`src/verilog/tcw_defines.svh`:
```
// Offsets, field positions, reset values and limits of the compare waveform unit.
`ifndef TCW_DEFINES_SVH
`define TCW_DEFINES_SVH

`define TCW_OFS_CTRL 8'h00
`define TCW_OFS_COUNT 8'h04
`define TCW_OFS_COMPARE 8'h08
`define TCW_OFS_FLAGS 8'h0C
`define TCW_OFS_PORT 8'h10
`define TCW_OFS_STATUS 8'h14

`define TCW_CTRL_MODE_LSB 0
`define TCW_CTRL_MODE_MSB 1
`define TCW_CTRL_COM_LSB 2
`define TCW_CTRL_COM_MSB 3
`define TCW_CTRL_FORCE_BIT 7

`define TCW_FLAG_OVF_BIT 0
`define TCW_FLAG_CMP_BIT 1

`define TCW_PORT_DATA_BIT 0
`define TCW_PORT_DIR_BIT 1

`define TCW_STAT_OC_BIT 0
`define TCW_STAT_PIN_BIT 1

`define TCW_CNT_BOTTOM 8'h00
`define TCW_CNT_MAX 8'hFF
`define TCW_RST_BYTE 8'h00
`define TCW_RST_COM 2'h0
`define TCW_COM_TOGGLE 2'h1
`define TCW_COM_CLEAR 2'h2
`define TCW_COM_SET 2'h3

`endif

```
`src/verilog/tcw_pkg.sv`:
```
// Types shared by the compare waveform unit.
package tcw_pkg;

  typedef enum logic [1:0] {
    TCW_MODE_NORMAL = 2'h0,
    TCW_MODE_PHASE = 2'h1,
    TCW_MODE_CLEAR_ON_MATCH = 2'h2,
    TCW_MODE_FAST_PWM = 2'h3
  } tcw_mode_e;

  typedef logic [7:0] tcw_byte_t;

endpackage

```
`src/verilog/tcw_timer.sv`:
```
// Eight-bit timer with compare output waveform logic and an AHB-Lite register slave.
//
// Functional notes
// - Compare output state is its own register, cleared to zero by reset.
// - Nonzero output mode routes compare output to pin; direction bit still decides drive.
// - Output mode zero leaves compare output state untouched on a match.
// - New output mode acts at the next match; force acts at once in non-PWM modes.
// - Counting depends only on waveform mode; output mode picks action or polarity.
// - Waveform mode zero counts up only and wraps from 0xFF to 0x00.
// - Normal mode sets overflow flag as count becomes zero; counting never clears it.
// - Count value may be written by software at any time in normal mode.
// - Waveform mode two clears the count when it matches the compare value.
// - Clear-on-match compare writes are unbuffered; a missed match wraps through 0xFF.
// - Clear-on-match with output mode one toggles compare output on each match.
// - Clear-on-match sets overflow flag as the counter passes maximum to zero.
// - Clear-on-match raises compare flag each time the counter matches the compare value.
// - Waveform mode three counts zero to maximum, then clears on the next tick.
// - Fast PWM mode two clears on match, sets at bottom; mode three inverts this.
// - Fast PWM sets overflow flag each time the counter passes from maximum to zero.
// - Fast PWM period is 256 timer ticks.
// - Fast PWM compare zero gives one-tick spike; compare maximum gives constant level.
// - Fast PWM output mode one toggles on match, compare value stays buffered.
// - A match sets compare flag at the timer tick after count equals compare.
// - PWM modes load compare value from buffer only at top; others bypass buffer.
// - Force updates compare output like a match, without flag or counter clear.
`timescale 1ns/100ps
`include "tcw_defines.svh"

module tcw_timer (
  input wire logic clock,
  input wire logic rstn,
  input wire logic clk_en,
  input wire logic timer_tick,
  input wire logic hsel,
  input wire logic [31:0] haddr,
  input wire logic [1:0] htrans,
  input wire logic hwrite,
  input wire logic [2:0] hsize,
  input wire logic [31:0] hwdata,
  input wire logic hready,
  output logic hreadyout,
  output logic hresp,
  output logic [31:0] hrdata,
  output logic compare_output,
  output logic overflow_flag,
  output logic compare_flag,
  output logic pin_out,
  output logic pin_oe
);

  logic [7:0] dp_addr_ff;
  logic dp_write_ff;
  logic dp_valid_ff;
  logic [31:0] hrdata_ff;
  tcw_pkg::tcw_mode_e mode_ff;
  logic [1:0] compare_output_mode_ff;
  tcw_pkg::tcw_byte_t count_ff;
  tcw_pkg::tcw_byte_t compare_ff;
  tcw_pkg::tcw_byte_t buffer_ff;
  logic oc_ff;
  logic ovf_ff;
  logic cmp_ff;
  logic block_ff;
  logic force_ff;
  logic port_data_ff;
  logic pin_dir_ff;
  logic pin_out_ff;
  logic pin_oe_ff;
  logic addr_take;
  logic wr_ctrl;
  logic wr_count;
  logic wr_compare;
  logic wr_flags;
  logic wr_port;
  logic pwm_mode;
  logic new_pwm;
  logic tick;
  logic match;
  logic at_max;
  logic nxt_oc;
  tcw_pkg::tcw_byte_t nxt_count;
  logic [31:0] nxt_rdata;

  // The bus waits whenever the clock enable is low, so no access is lost while frozen.
  assign hreadyout = clk_en;
  assign hresp = 1'b0;
  assign hrdata = hrdata_ff;
  assign compare_output = oc_ff;
  assign overflow_flag = ovf_ff;
  assign compare_flag = cmp_ff;
  assign pin_out = pin_out_ff;
  assign pin_oe = pin_oe_ff;

  assign addr_take = hsel && htrans[1] && hready;
  assign wr_ctrl = dp_valid_ff && dp_write_ff && (dp_addr_ff == `TCW_OFS_CTRL);
  assign wr_count = dp_valid_ff && dp_write_ff && (dp_addr_ff == `TCW_OFS_COUNT);
  assign wr_compare = dp_valid_ff && dp_write_ff && (dp_addr_ff == `TCW_OFS_COMPARE);
  assign wr_flags = dp_valid_ff && dp_write_ff && (dp_addr_ff == `TCW_OFS_FLAGS);
  assign wr_port = dp_valid_ff && dp_write_ff && (dp_addr_ff == `TCW_OFS_PORT);

  assign pwm_mode = mode_ff[0];
  assign new_pwm = hwdata[`TCW_CTRL_MODE_LSB];
  assign tick = timer_tick;
  assign match = (count_ff == compare_ff) && !block_ff;
  assign at_max = (count_ff == `TCW_CNT_MAX);

  // Bus address phase capture and read data; reads answer in the data phase.
  always_ff @(posedge clock or negedge rstn) begin
    if (!rstn) begin
      dp_addr_ff <= `TCW_RST_BYTE;
      dp_write_ff <= 1'b0;
      dp_valid_ff <= 1'b0;
      hrdata_ff <= 32'h00000000;
    end else if (clk_en) begin
      dp_valid_ff <= addr_take;
      dp_write_ff <= hwrite;
      dp_addr_ff <= {haddr[7:2], 2'b00};
      if (addr_take && !hwrite) begin
        hrdata_ff <= nxt_rdata;
      end
    end
  end

  always_comb begin
    nxt_rdata = 32'h00000000;
    unique case ({haddr[7:2], 2'b00})
      `TCW_OFS_CTRL: begin
        nxt_rdata[`TCW_CTRL_MODE_MSB:`TCW_CTRL_MODE_LSB] = mode_ff;
        nxt_rdata[`TCW_CTRL_COM_MSB:`TCW_CTRL_COM_LSB] = compare_output_mode_ff;
      end
      `TCW_OFS_COUNT: begin
        nxt_rdata[7:0] = count_ff;
      end
      `TCW_OFS_COMPARE: begin
        nxt_rdata[7:0] = pwm_mode ? buffer_ff : compare_ff;
      end
      `TCW_OFS_FLAGS: begin
        nxt_rdata[`TCW_FLAG_OVF_BIT] = ovf_ff;
        nxt_rdata[`TCW_FLAG_CMP_BIT] = cmp_ff;
      end
      `TCW_OFS_PORT: begin
        nxt_rdata[`TCW_PORT_DATA_BIT] = port_data_ff;
        nxt_rdata[`TCW_PORT_DIR_BIT] = pin_dir_ff;
      end
      `TCW_OFS_STATUS: begin
        nxt_rdata[`TCW_STAT_OC_BIT] = oc_ff;
        nxt_rdata[`TCW_STAT_PIN_BIT] = pin_out_ff;
      end
      default: begin
        nxt_rdata = 32'h00000000;
      end
    endcase
  end

  // Control register; the force bit is a strobe that is never stored and reads zero.
  always_ff @(posedge clock or negedge rstn) begin
    if (!rstn) begin
      mode_ff <= tcw_pkg::TCW_MODE_NORMAL;
      compare_output_mode_ff <= `TCW_RST_COM;
      force_ff <= 1'b0;
    end else if (clk_en) begin
      force_ff <= wr_ctrl && hwdata[`TCW_CTRL_FORCE_BIT] && !new_pwm;
      if (wr_ctrl) begin
        mode_ff <= tcw_pkg::tcw_mode_e'(hwdata[`TCW_CTRL_MODE_MSB:`TCW_CTRL_MODE_LSB]);
        compare_output_mode_ff <= hwdata[`TCW_CTRL_COM_MSB:`TCW_CTRL_COM_LSB];
      end
    end
  end

  // Next counter value; a software write has priority over counting.
  always_comb begin
    nxt_count = count_ff;
    unique case (mode_ff)
      tcw_pkg::TCW_MODE_NORMAL: begin
        nxt_count = count_ff + 8'h01;
      end
      tcw_pkg::TCW_MODE_CLEAR_ON_MATCH: begin
        nxt_count = match ? `TCW_CNT_BOTTOM : count_ff + 8'h01;
      end
      tcw_pkg::TCW_MODE_FAST_PWM: begin
        nxt_count = at_max ? `TCW_CNT_BOTTOM : count_ff + 8'h01;
      end
      tcw_pkg::TCW_MODE_PHASE: begin
        nxt_count = count_ff;
      end
    endcase
  end

  // Counter and the one-tick match block that follows a count write.
  always_ff @(posedge clock or negedge rstn) begin
    if (!rstn) begin
      count_ff <= `TCW_RST_BYTE;
      block_ff <= 1'b0;
    end else if (clk_en) begin
      if (wr_count) begin
        count_ff <= hwdata[7:0];
        block_ff <= 1'b1;
      end else if (tick) begin
        count_ff <= nxt_count;
        block_ff <= 1'b0;
      end
    end
  end

  // Compare value and its buffer; PWM loads only at the top so no pulse is cut short.
  always_ff @(posedge clock or negedge rstn) begin
    if (!rstn) begin
      compare_ff <= `TCW_RST_BYTE;
      buffer_ff <= `TCW_RST_BYTE;
    end else if (clk_en) begin
      if (wr_compare) begin
        buffer_ff <= hwdata[7:0];
      end
      if (wr_compare && !pwm_mode) begin
        compare_ff <= hwdata[7:0];
      end else if (pwm_mode && tick && at_max) begin
        compare_ff <= buffer_ff;
      end
    end
  end

  // Flags; a hardware set in the same cycle as a write-one clear wins.
  always_ff @(posedge clock or negedge rstn) begin
    if (!rstn) begin
      ovf_ff <= 1'b0;
      cmp_ff <= 1'b0;
    end else if (clk_en) begin
      if (tick && at_max && !wr_count && (mode_ff != tcw_pkg::TCW_MODE_PHASE)) begin
        ovf_ff <= 1'b1;
      end else if (wr_flags && hwdata[`TCW_FLAG_OVF_BIT]) begin
        ovf_ff <= 1'b0;
      end
      if (tick && match && (mode_ff != tcw_pkg::TCW_MODE_PHASE)) begin
        cmp_ff <= 1'b1;
      end else if (wr_flags && hwdata[`TCW_FLAG_CMP_BIT]) begin
        cmp_ff <= 1'b0;
      end
    end
  end

  // Waveform generator for the compare output state.
  always_comb begin
    nxt_oc = oc_ff;
    if (!pwm_mode && (force_ff || (tick && match))) begin
      unique case (compare_output_mode_ff)
        `TCW_COM_TOGGLE: nxt_oc = !oc_ff;
        `TCW_COM_CLEAR: nxt_oc = 1'b0;
        `TCW_COM_SET: nxt_oc = 1'b1;
        default: nxt_oc = oc_ff;
      endcase
    end else if ((mode_ff == tcw_pkg::TCW_MODE_FAST_PWM) && tick) begin
      // Bottom outranks the match so a compare value at maximum gives a steady level.
      unique case (compare_output_mode_ff)
        `TCW_COM_TOGGLE: nxt_oc = match ? !oc_ff : oc_ff;
        `TCW_COM_CLEAR: nxt_oc = at_max ? 1'b1 : (match ? 1'b0 : oc_ff);
        `TCW_COM_SET: nxt_oc = at_max ? 1'b0 : (match ? 1'b1 : oc_ff);
        default: nxt_oc = oc_ff;
      endcase
    end
  end

  always_ff @(posedge clock or negedge rstn) begin
    if (!rstn) begin
      oc_ff <= 1'b0;
    end else if (clk_en) begin
      oc_ff <= nxt_oc;
    end
  end

  // Port register and pin override; the direction bit alone enables the driver.
  always_ff @(posedge clock or negedge rstn) begin
    if (!rstn) begin
      port_data_ff <= 1'b0;
      pin_dir_ff <= 1'b0;
      pin_out_ff <= 1'b0;
      pin_oe_ff <= 1'b0;
    end else if (clk_en) begin
      if (wr_port) begin
        port_data_ff <= hwdata[`TCW_PORT_DATA_BIT];
        pin_dir_ff <= hwdata[`TCW_PORT_DIR_BIT];
      end
      pin_out_ff <= (compare_output_mode_ff != `TCW_RST_COM) ? oc_ff : port_data_ff;
      pin_oe_ff <= pin_dir_ff;
    end
  end
endmodule
```
`config.mk`:
```
export PLATFORM = sky130hd
export DESIGN_NAME = tcw_timer
export DESIGN_NICKNAME = d
export VERILOG_FILES = /design/src/verilog/tcw_pkg.sv /design/src/verilog/tcw_timer.sv
export VERILOG_INCLUDE_DIRS = /design/src /design/src/verilog
export SDC_FILE = /design/constraint.sdc
export NUM_CORES = 1
export LEC_CHECK = 0
export BUFFER_PORTS_ARGS = -buffer_cell sky130_fd_sc_hd__clkbuf_2
export CAP_MARGIN = 20
export CORE_UTILIZATION = 39
export DETAILED_ROUTE_END_ITERATION = 10
export GPL_TIMING_DRIVEN = 0
export PLACE_DENSITY = 0.68
export SLEW_MARGIN = 20
export SYNTH_ARGS = -nofsm -noshare
export SYNTH_HDL_FRONTEND = slang
export SYNTH_SLANG_ARGS = --single-unit
```
`constraint.sdc`:
```
create_clock -name clock -period 2.3 [get_ports clock]
set_input_delay 0.46 -clock clock [delete_from_list [all_inputs] [get_ports clock]]
set_output_delay 0.46 -clock clock [all_outputs]
set_load 0.01 [all_outputs]
```
* Word level (Yosys, flattened, before mapping)
Index checks and enable logic that the tools add are counted.
Cells by class: $add $sub $neg 1, $mul 0, divide/modulo/power cells 0, order comparisons 0, eq/ne operators 22, shifts and indexed selects 0, multiplexer cells 27, bitwise logic cells 0, reductions and logical operators 51
Operators with widths (number):
- 8-bit two-way mux | 7
- 6-bit by 2-bit equality test with 1-bit output (second input constant) | 4
- 1-bit logical AND | 24
- 8-bit case mux with 3 select lines | 1
- 6-bit by 3-bit equality test with 1-bit output (second input constant) | 3
- 2-bit AND reduction | 8
- 1-bit two-way mux | 14
- 6-bit by 1-bit equality test with 1-bit output (second input constant) | 2
- 2-bit case mux with 6 select lines | 1
- 2-bit nonzero test | 6
- 8-bit by 1-bit adder with 8-bit output (second input constant) | 1
- 2-bit equality test (second input constant) | 4
- 8-bit equality test | 1
- 8-bit equality test (second input constant) | 1
- 8-bit zero test | 1
- 4-bit inequality test (second input constant) | 2
- 4-bit case mux with 2 select lines | 1
- 1-bit zero test | 6
- 6-bit zero test | 1
- 1-bit case mux with 3 select lines | 2
- 2-bit case mux with 3 select lines | 1
- 6-bit AND reduction | 1
- 2-bit by 1-bit equality test with 1-bit output (second input constant) | 2
- 3-bit inequality test (second input constant) | 1
- other kinds (6) | 6
Storage, ports and cells: bits in registers 53, latch bits 0, RAM bits 0, memory bits (read-only) 0, input port bits 76, output and inout port bits 39, word-level logic and storage cells 119, memories kept 0

* Depth between registers and ports, before layout
depth in word-level cells 7, depth in mapped cells 8, depth with buffers taken out 7

* Worst setup path before layout
Ideal clock, no wire load.
kind flip-flop to flip-flop, start point reg count_ff[0], end point reg count_ff[5], library setup time 0.078 ns, arrival 1.682 ns, data required time 2.222 ns, path slack 0.540 ns, stages on the path, launching flop included 8, buffers on the path 0, period minus slack after synthesis 1.760 ns, cells stage by stage dfrtp_1 > ha_1 > nand3_1 > nor3_4 > a31oi_1 > o21ai_4 > o41a_1 > o2bb2ai_1
On the way: longest elaborated chain between the ends 6, elaborated cells on any way between the ends 9, those cells by class 1 x add/sub; 2 x eq/ne; 5 x mux; 1 x reduce/logical
RTL lines:
- start, declared | line tcw_timer.sv:57 | tcw_pkg::tcw_byte_t count_ff;
- start signal, assigned | line tcw_timer.sv:192 | count_ff <= `TCW_RST_BYTE;
- start signal, assigned | line tcw_timer.sv:196 | count_ff <= hwdata[7:0];
- start signal, assigned | line tcw_timer.sv:199 | count_ff <= nxt_count;
- branches (longest 3 deep; another with 8-bit by 1-bit adder with 8-bit output)
- 8-bit case mux with 3 select lines (*) | line tcw_timer.sv:173 | unique case (mode_ff)
- 8-bit two-way mux (*) | line tcw_timer.sv:198 | end else if (tick) begin
- 8-bit two-way mux (*) | line tcw_timer.sv:195 | if (wr_count) begin
Mark *: on every way between the ends. The select of a mux whose other input is x is not followed. A chain may end at the register's enable or synchronous reset.

* Final worst setup path
start point reg count_ff[0], end point reg compare_ff[1]
On the way: longest elaborated chain between the ends 4
RTL lines:
- 8-bit equality test (no source line)
- 1-bit logical AND | line tcw_timer.sv:216 | end else if (pwm_mode && tick && at_max) begin
- 2-bit nonzero test (no source line)
- 2-bit AND reduction (no source line)
- end signal, assigned | line tcw_timer.sv:208 | compare_ff <= `TCW_RST_BYTE;
- end signal, assigned | line tcw_timer.sv:215 | compare_ff <= hwdata[7:0];
- end signal, assigned | line tcw_timer.sv:217 | compare_ff <= buffer_ff;
- end, declared | line tcw_timer.sv:58 | tcw_pkg::tcw_byte_t compare_ff;
Every way passes these cells.

==> results.json <==
{
  "p_leak_nw": 1.61,
  "finalPower_mw": 2.19,
  "critPathLaunchType": "flop",
  "cts.sink_count": 53,
  "grt_pass1_wl_um": 12000,
  "yosys_warnings": 0,
  "holdCritPathClass": "input pin to async pin",
  "initialDrtViolationCount": 204,
  "clock_skew_ps": 5.07,
  "die_x_um": 91.2,
  "netlist_area_um2": 3100,
  "max-slew-margin-rel_pct": 51.2,
  "routed_wl_um": 7340,
  "finalNetCount": 457,
  "critPathCaptureType": "flop",
  "vias": 2465,
  "ios": 115,
  "synth_top_area_share_pct": 42.8,
  "finalCriticalPeriod_ps": 2100,
  "hold_violations": 0,
  "initial_core_util_pct": 40.1,
  "ys_ff_latch": 53,
  "timing.rr.start": "count_ff[0]",
  "async_reset_ff_share_pct": 100,
  "cts_buffers": 5,
  "dp_cells": 475,
  "grt_setup_unrepaired": "no",
  "ff2ff_path_depth": 8,
  "startpoint": "count_ff[0]",
  "first_global_vias": 2335,
  "synth_ff_type": "dfrtp_1",
  "yosysSeqAreaShare_pct": 42.8,
  "synth_edf_count": 0,
  "overflow": 0,
  "gp_congestion": 0.986,
  "clock_latency_ps": 300,
  "clk_path_buf_depth": 2,
  "antenna_found_initial": 0,
  "finalSetupViolCount": 0,
  "io_buffer_count": 31,
  "power_density_nw_per_um2": 617,
  "crit_arrival_ps": 2280,
  "cts_resized": 0,
  "core_um2": 7730,
  "tns_ps": 0,
  "std_cell_rows": 32,
  "grt_max_degree": 54,
  "grt_usage_pct": 18.6,
  "dieHeight_um": 91.2,
  "worstSetupPathType": "flop to flop",
  "syn_avg_cell_area_um2": 9.75,
  "cpLargestDelayFamily": "simple AND/OR/NAND/NOR gates",
  "num_antenna_cells": 0,
  "place_area_um2": 3480,
  "post_cts_buffers": 0,
  "yosysMostFrequentCell": "dfrtp_1",
  "timing.final.crit_share_pct": 91.3,
  "nFillCells": 764,
  "viasPerCell": 5.10,
  "clk_pin_slew_ps": 90,
  "ys_top_cells_by_count": "dfrtp_1 (53), nand2_1 (36), buf_4 (27)",
  "area_delta_synth_final_pct": 14.7,
  "worst_pin_slew_ps": 732,
  "status": "complete, no violations",
  "path_cells": "ha_1 > nand3_1 > nor3_4 > and3_1 > o21ai_2 > buf_2 > nand2_1 > o21ai_0",
  "design_area_um2": 3560,
  "hold_buffers": 0,
  "max_stage_delay_ps": 500,
  "critical_path_buf_inv_count": 1,
  "slew_violations": 0,
  "r2r-end": "compare_ff[1]",
  "root_buffer": "clkbuf_8",
  "drv_cap": 0,
  "synth_area_leaders": "dfrtp_1 (43%), mux2_2 (7.6%), mux2i_1 (6.8%), buf_4 (6.5%), nand2_1 (4.4%)",
  "fmax_ghz": 0.476,
  "ant_nets": 0,
  "cts_htree_levels": 2,
  "final_cells": 483,
  "peakVddDrop_v": 0.000280,
  "required_ps": 2480,
  "critPathMaxFanout": 10,
  "cts_tree": "done",
  "drc_errors": 0,
  "yosys.area.top_type": "dfrtp_1",
  "cp_num_cells": 8,
  "cpMaxStageDelayCell": "dfrtp_1",
  "dp.final_hpwl_um": 5440,
  "syn_inst": 318,
  "drive_above_1_share_pct": 26.2,
  "die-area_um2": 8310,
  "dr.pass1.iters": 4,
  "r2r_slack_ps": 200,
  "wl_per_cell_um": 15.2,
  "synthDistinctLibCells": 53
}
## sequential cells by signal, indices dropped and copies added (netlist names)
name	count
buffer_ff	8
compare_ff	8
count_ff	8
hrdata	8
dp_addr_ff	6
compare_output_mode_ff	2
mode_ff	2
block_ff	1
compare_flag	1
compare_output	1
dp_valid_ff	1
dp_write_ff	1
force_ff	1
overflow_flag	1
pin_dir_ff	1
pin_oe	1
pin_out	1
port_data_ff	1
## logic make-up (layout without fill, tap and decap cells)
group / after synthesis / after routing / synth area share (%)
simple gates: 100 / 100 / 16.6
compound gates: 62 / 62 / 13.2
flops: 53 / 53 / 42.8
buf+inv: 50 / 89 / 9.52
mux: 43 / 43 / 15.1
xor+xnor: 8 / 8 / 2.26
fa+ha+maj: 1 / 1 / 0.403
other cells: 1 / 25 / 0.121
## worst max-delay path by stage
stage,to
after floorplan,count_ff[5]
after global placement,compare_ff[1]
after detailed placement,compare_ff[1]
after CTS,compare_ff[1]
after global routing,compare_ff[3]
final,compare_ff[1]
## placed cells by master (no fill, tap or decap), types with 2 or more instances in the layout
| master | Yosys | final |
|---|---|---|
| xor2_1 | 8 | 8 |
| a211o_1 | 3 | 3 |
| inv_1 | 9 | 9 |
| o21bai_1 | 2 | 2 |
| a21oi_1 | 16 | 16 |
| buf_4 | 27 | 27 |
| clkbuf_1 | 8 | 11 |
| nor3_1 | 4 | 4 |
| nand3b_1 | 3 | 3 |
| nor2_1 | 24 | 24 |
| a31oi_1 | 4 | 4 |
| o21ai_0 | 16 | 16 |
| clkbuf_8 | 0 | 5 |
| nand3_1 | 9 | 9 |
| o32ai_1 | 2 | 2 |
| mux2_2 | 21 | 21 |
| nor2b_1 | 2 | 2 |
| and3_1 | 6 | 6 |
| o21a_1 | 2 | 2 |
| o2bb2ai_1 | 3 | 3 |
| conb_1 | 1 | 25 |
| dfrtp_1 | 53 | 53 |
| mux2i_1 | 21 | 21 |
| buf_2 | 5 | 5 |
| nand2_1 | 36 | 36 |
| o22ai_1 | 2 | 2 |
| clkbuf_2 | 0 | 30 |
| or3_1 | 3 | 3 |
| o221ai_1 | 2 | 2 |
## per-stage QoR
stage                     util (%)  hold slack [ps]  setup slack, ps
final                         46.0              234              200
after global routing          46.0              275             47.5
after CTS                     46.0              262              223
after detailed placement      45.0              479              245
after global placement        44.9              476              257
after floorplan                  -              164              540
## worst reg2reg max path, cell delays in order, from the launching register on
cell,delay [ps]
dfrtp_1,500
ha_1,250
nand3_1,180
nor3_4,340
and3_1,240
o21ai_2,100
buf_2,210
nand2_1,80
o21ai_0,80
## final cells by class
| type | instances | area, um2 | area share [%] |
|---|---|---|---|
| buffer | 41 | 262 | 7.35 |
| inverter | 9 | 33.8 | 0.950 |
| sequential | 53 | 1330 | 37.3 |
| multi-input combinational | 239 | 1570 | 44.1 |
| timing repair buffer | 31 | 158 | 4.43 |
| tap | 102 | 128 | 3.59 |
| clock buffer | 8 | 80.1 | 2.25 |
## layer usage
metal  track usage, %  wire length (um)
met3             2.76               416
met1             25.8              3260
met2             29.9              3550
met4             5.69               114
met5                0                 0
## report_power, final
| group | internal (mW) | total, mW | switching (mW) | leakage, nW |
|---|---|---|---|---|
| sequential | 1.03 | 1.16 | 0.126 | 0.661 |
| combinational | 0.238 | 0.516 | 0.278 | 0.911 |
| clock | 0.217 | 0.516 | 0.299 | 0.0395 |
Note: power is estimated with default switching activity, not from simulation.
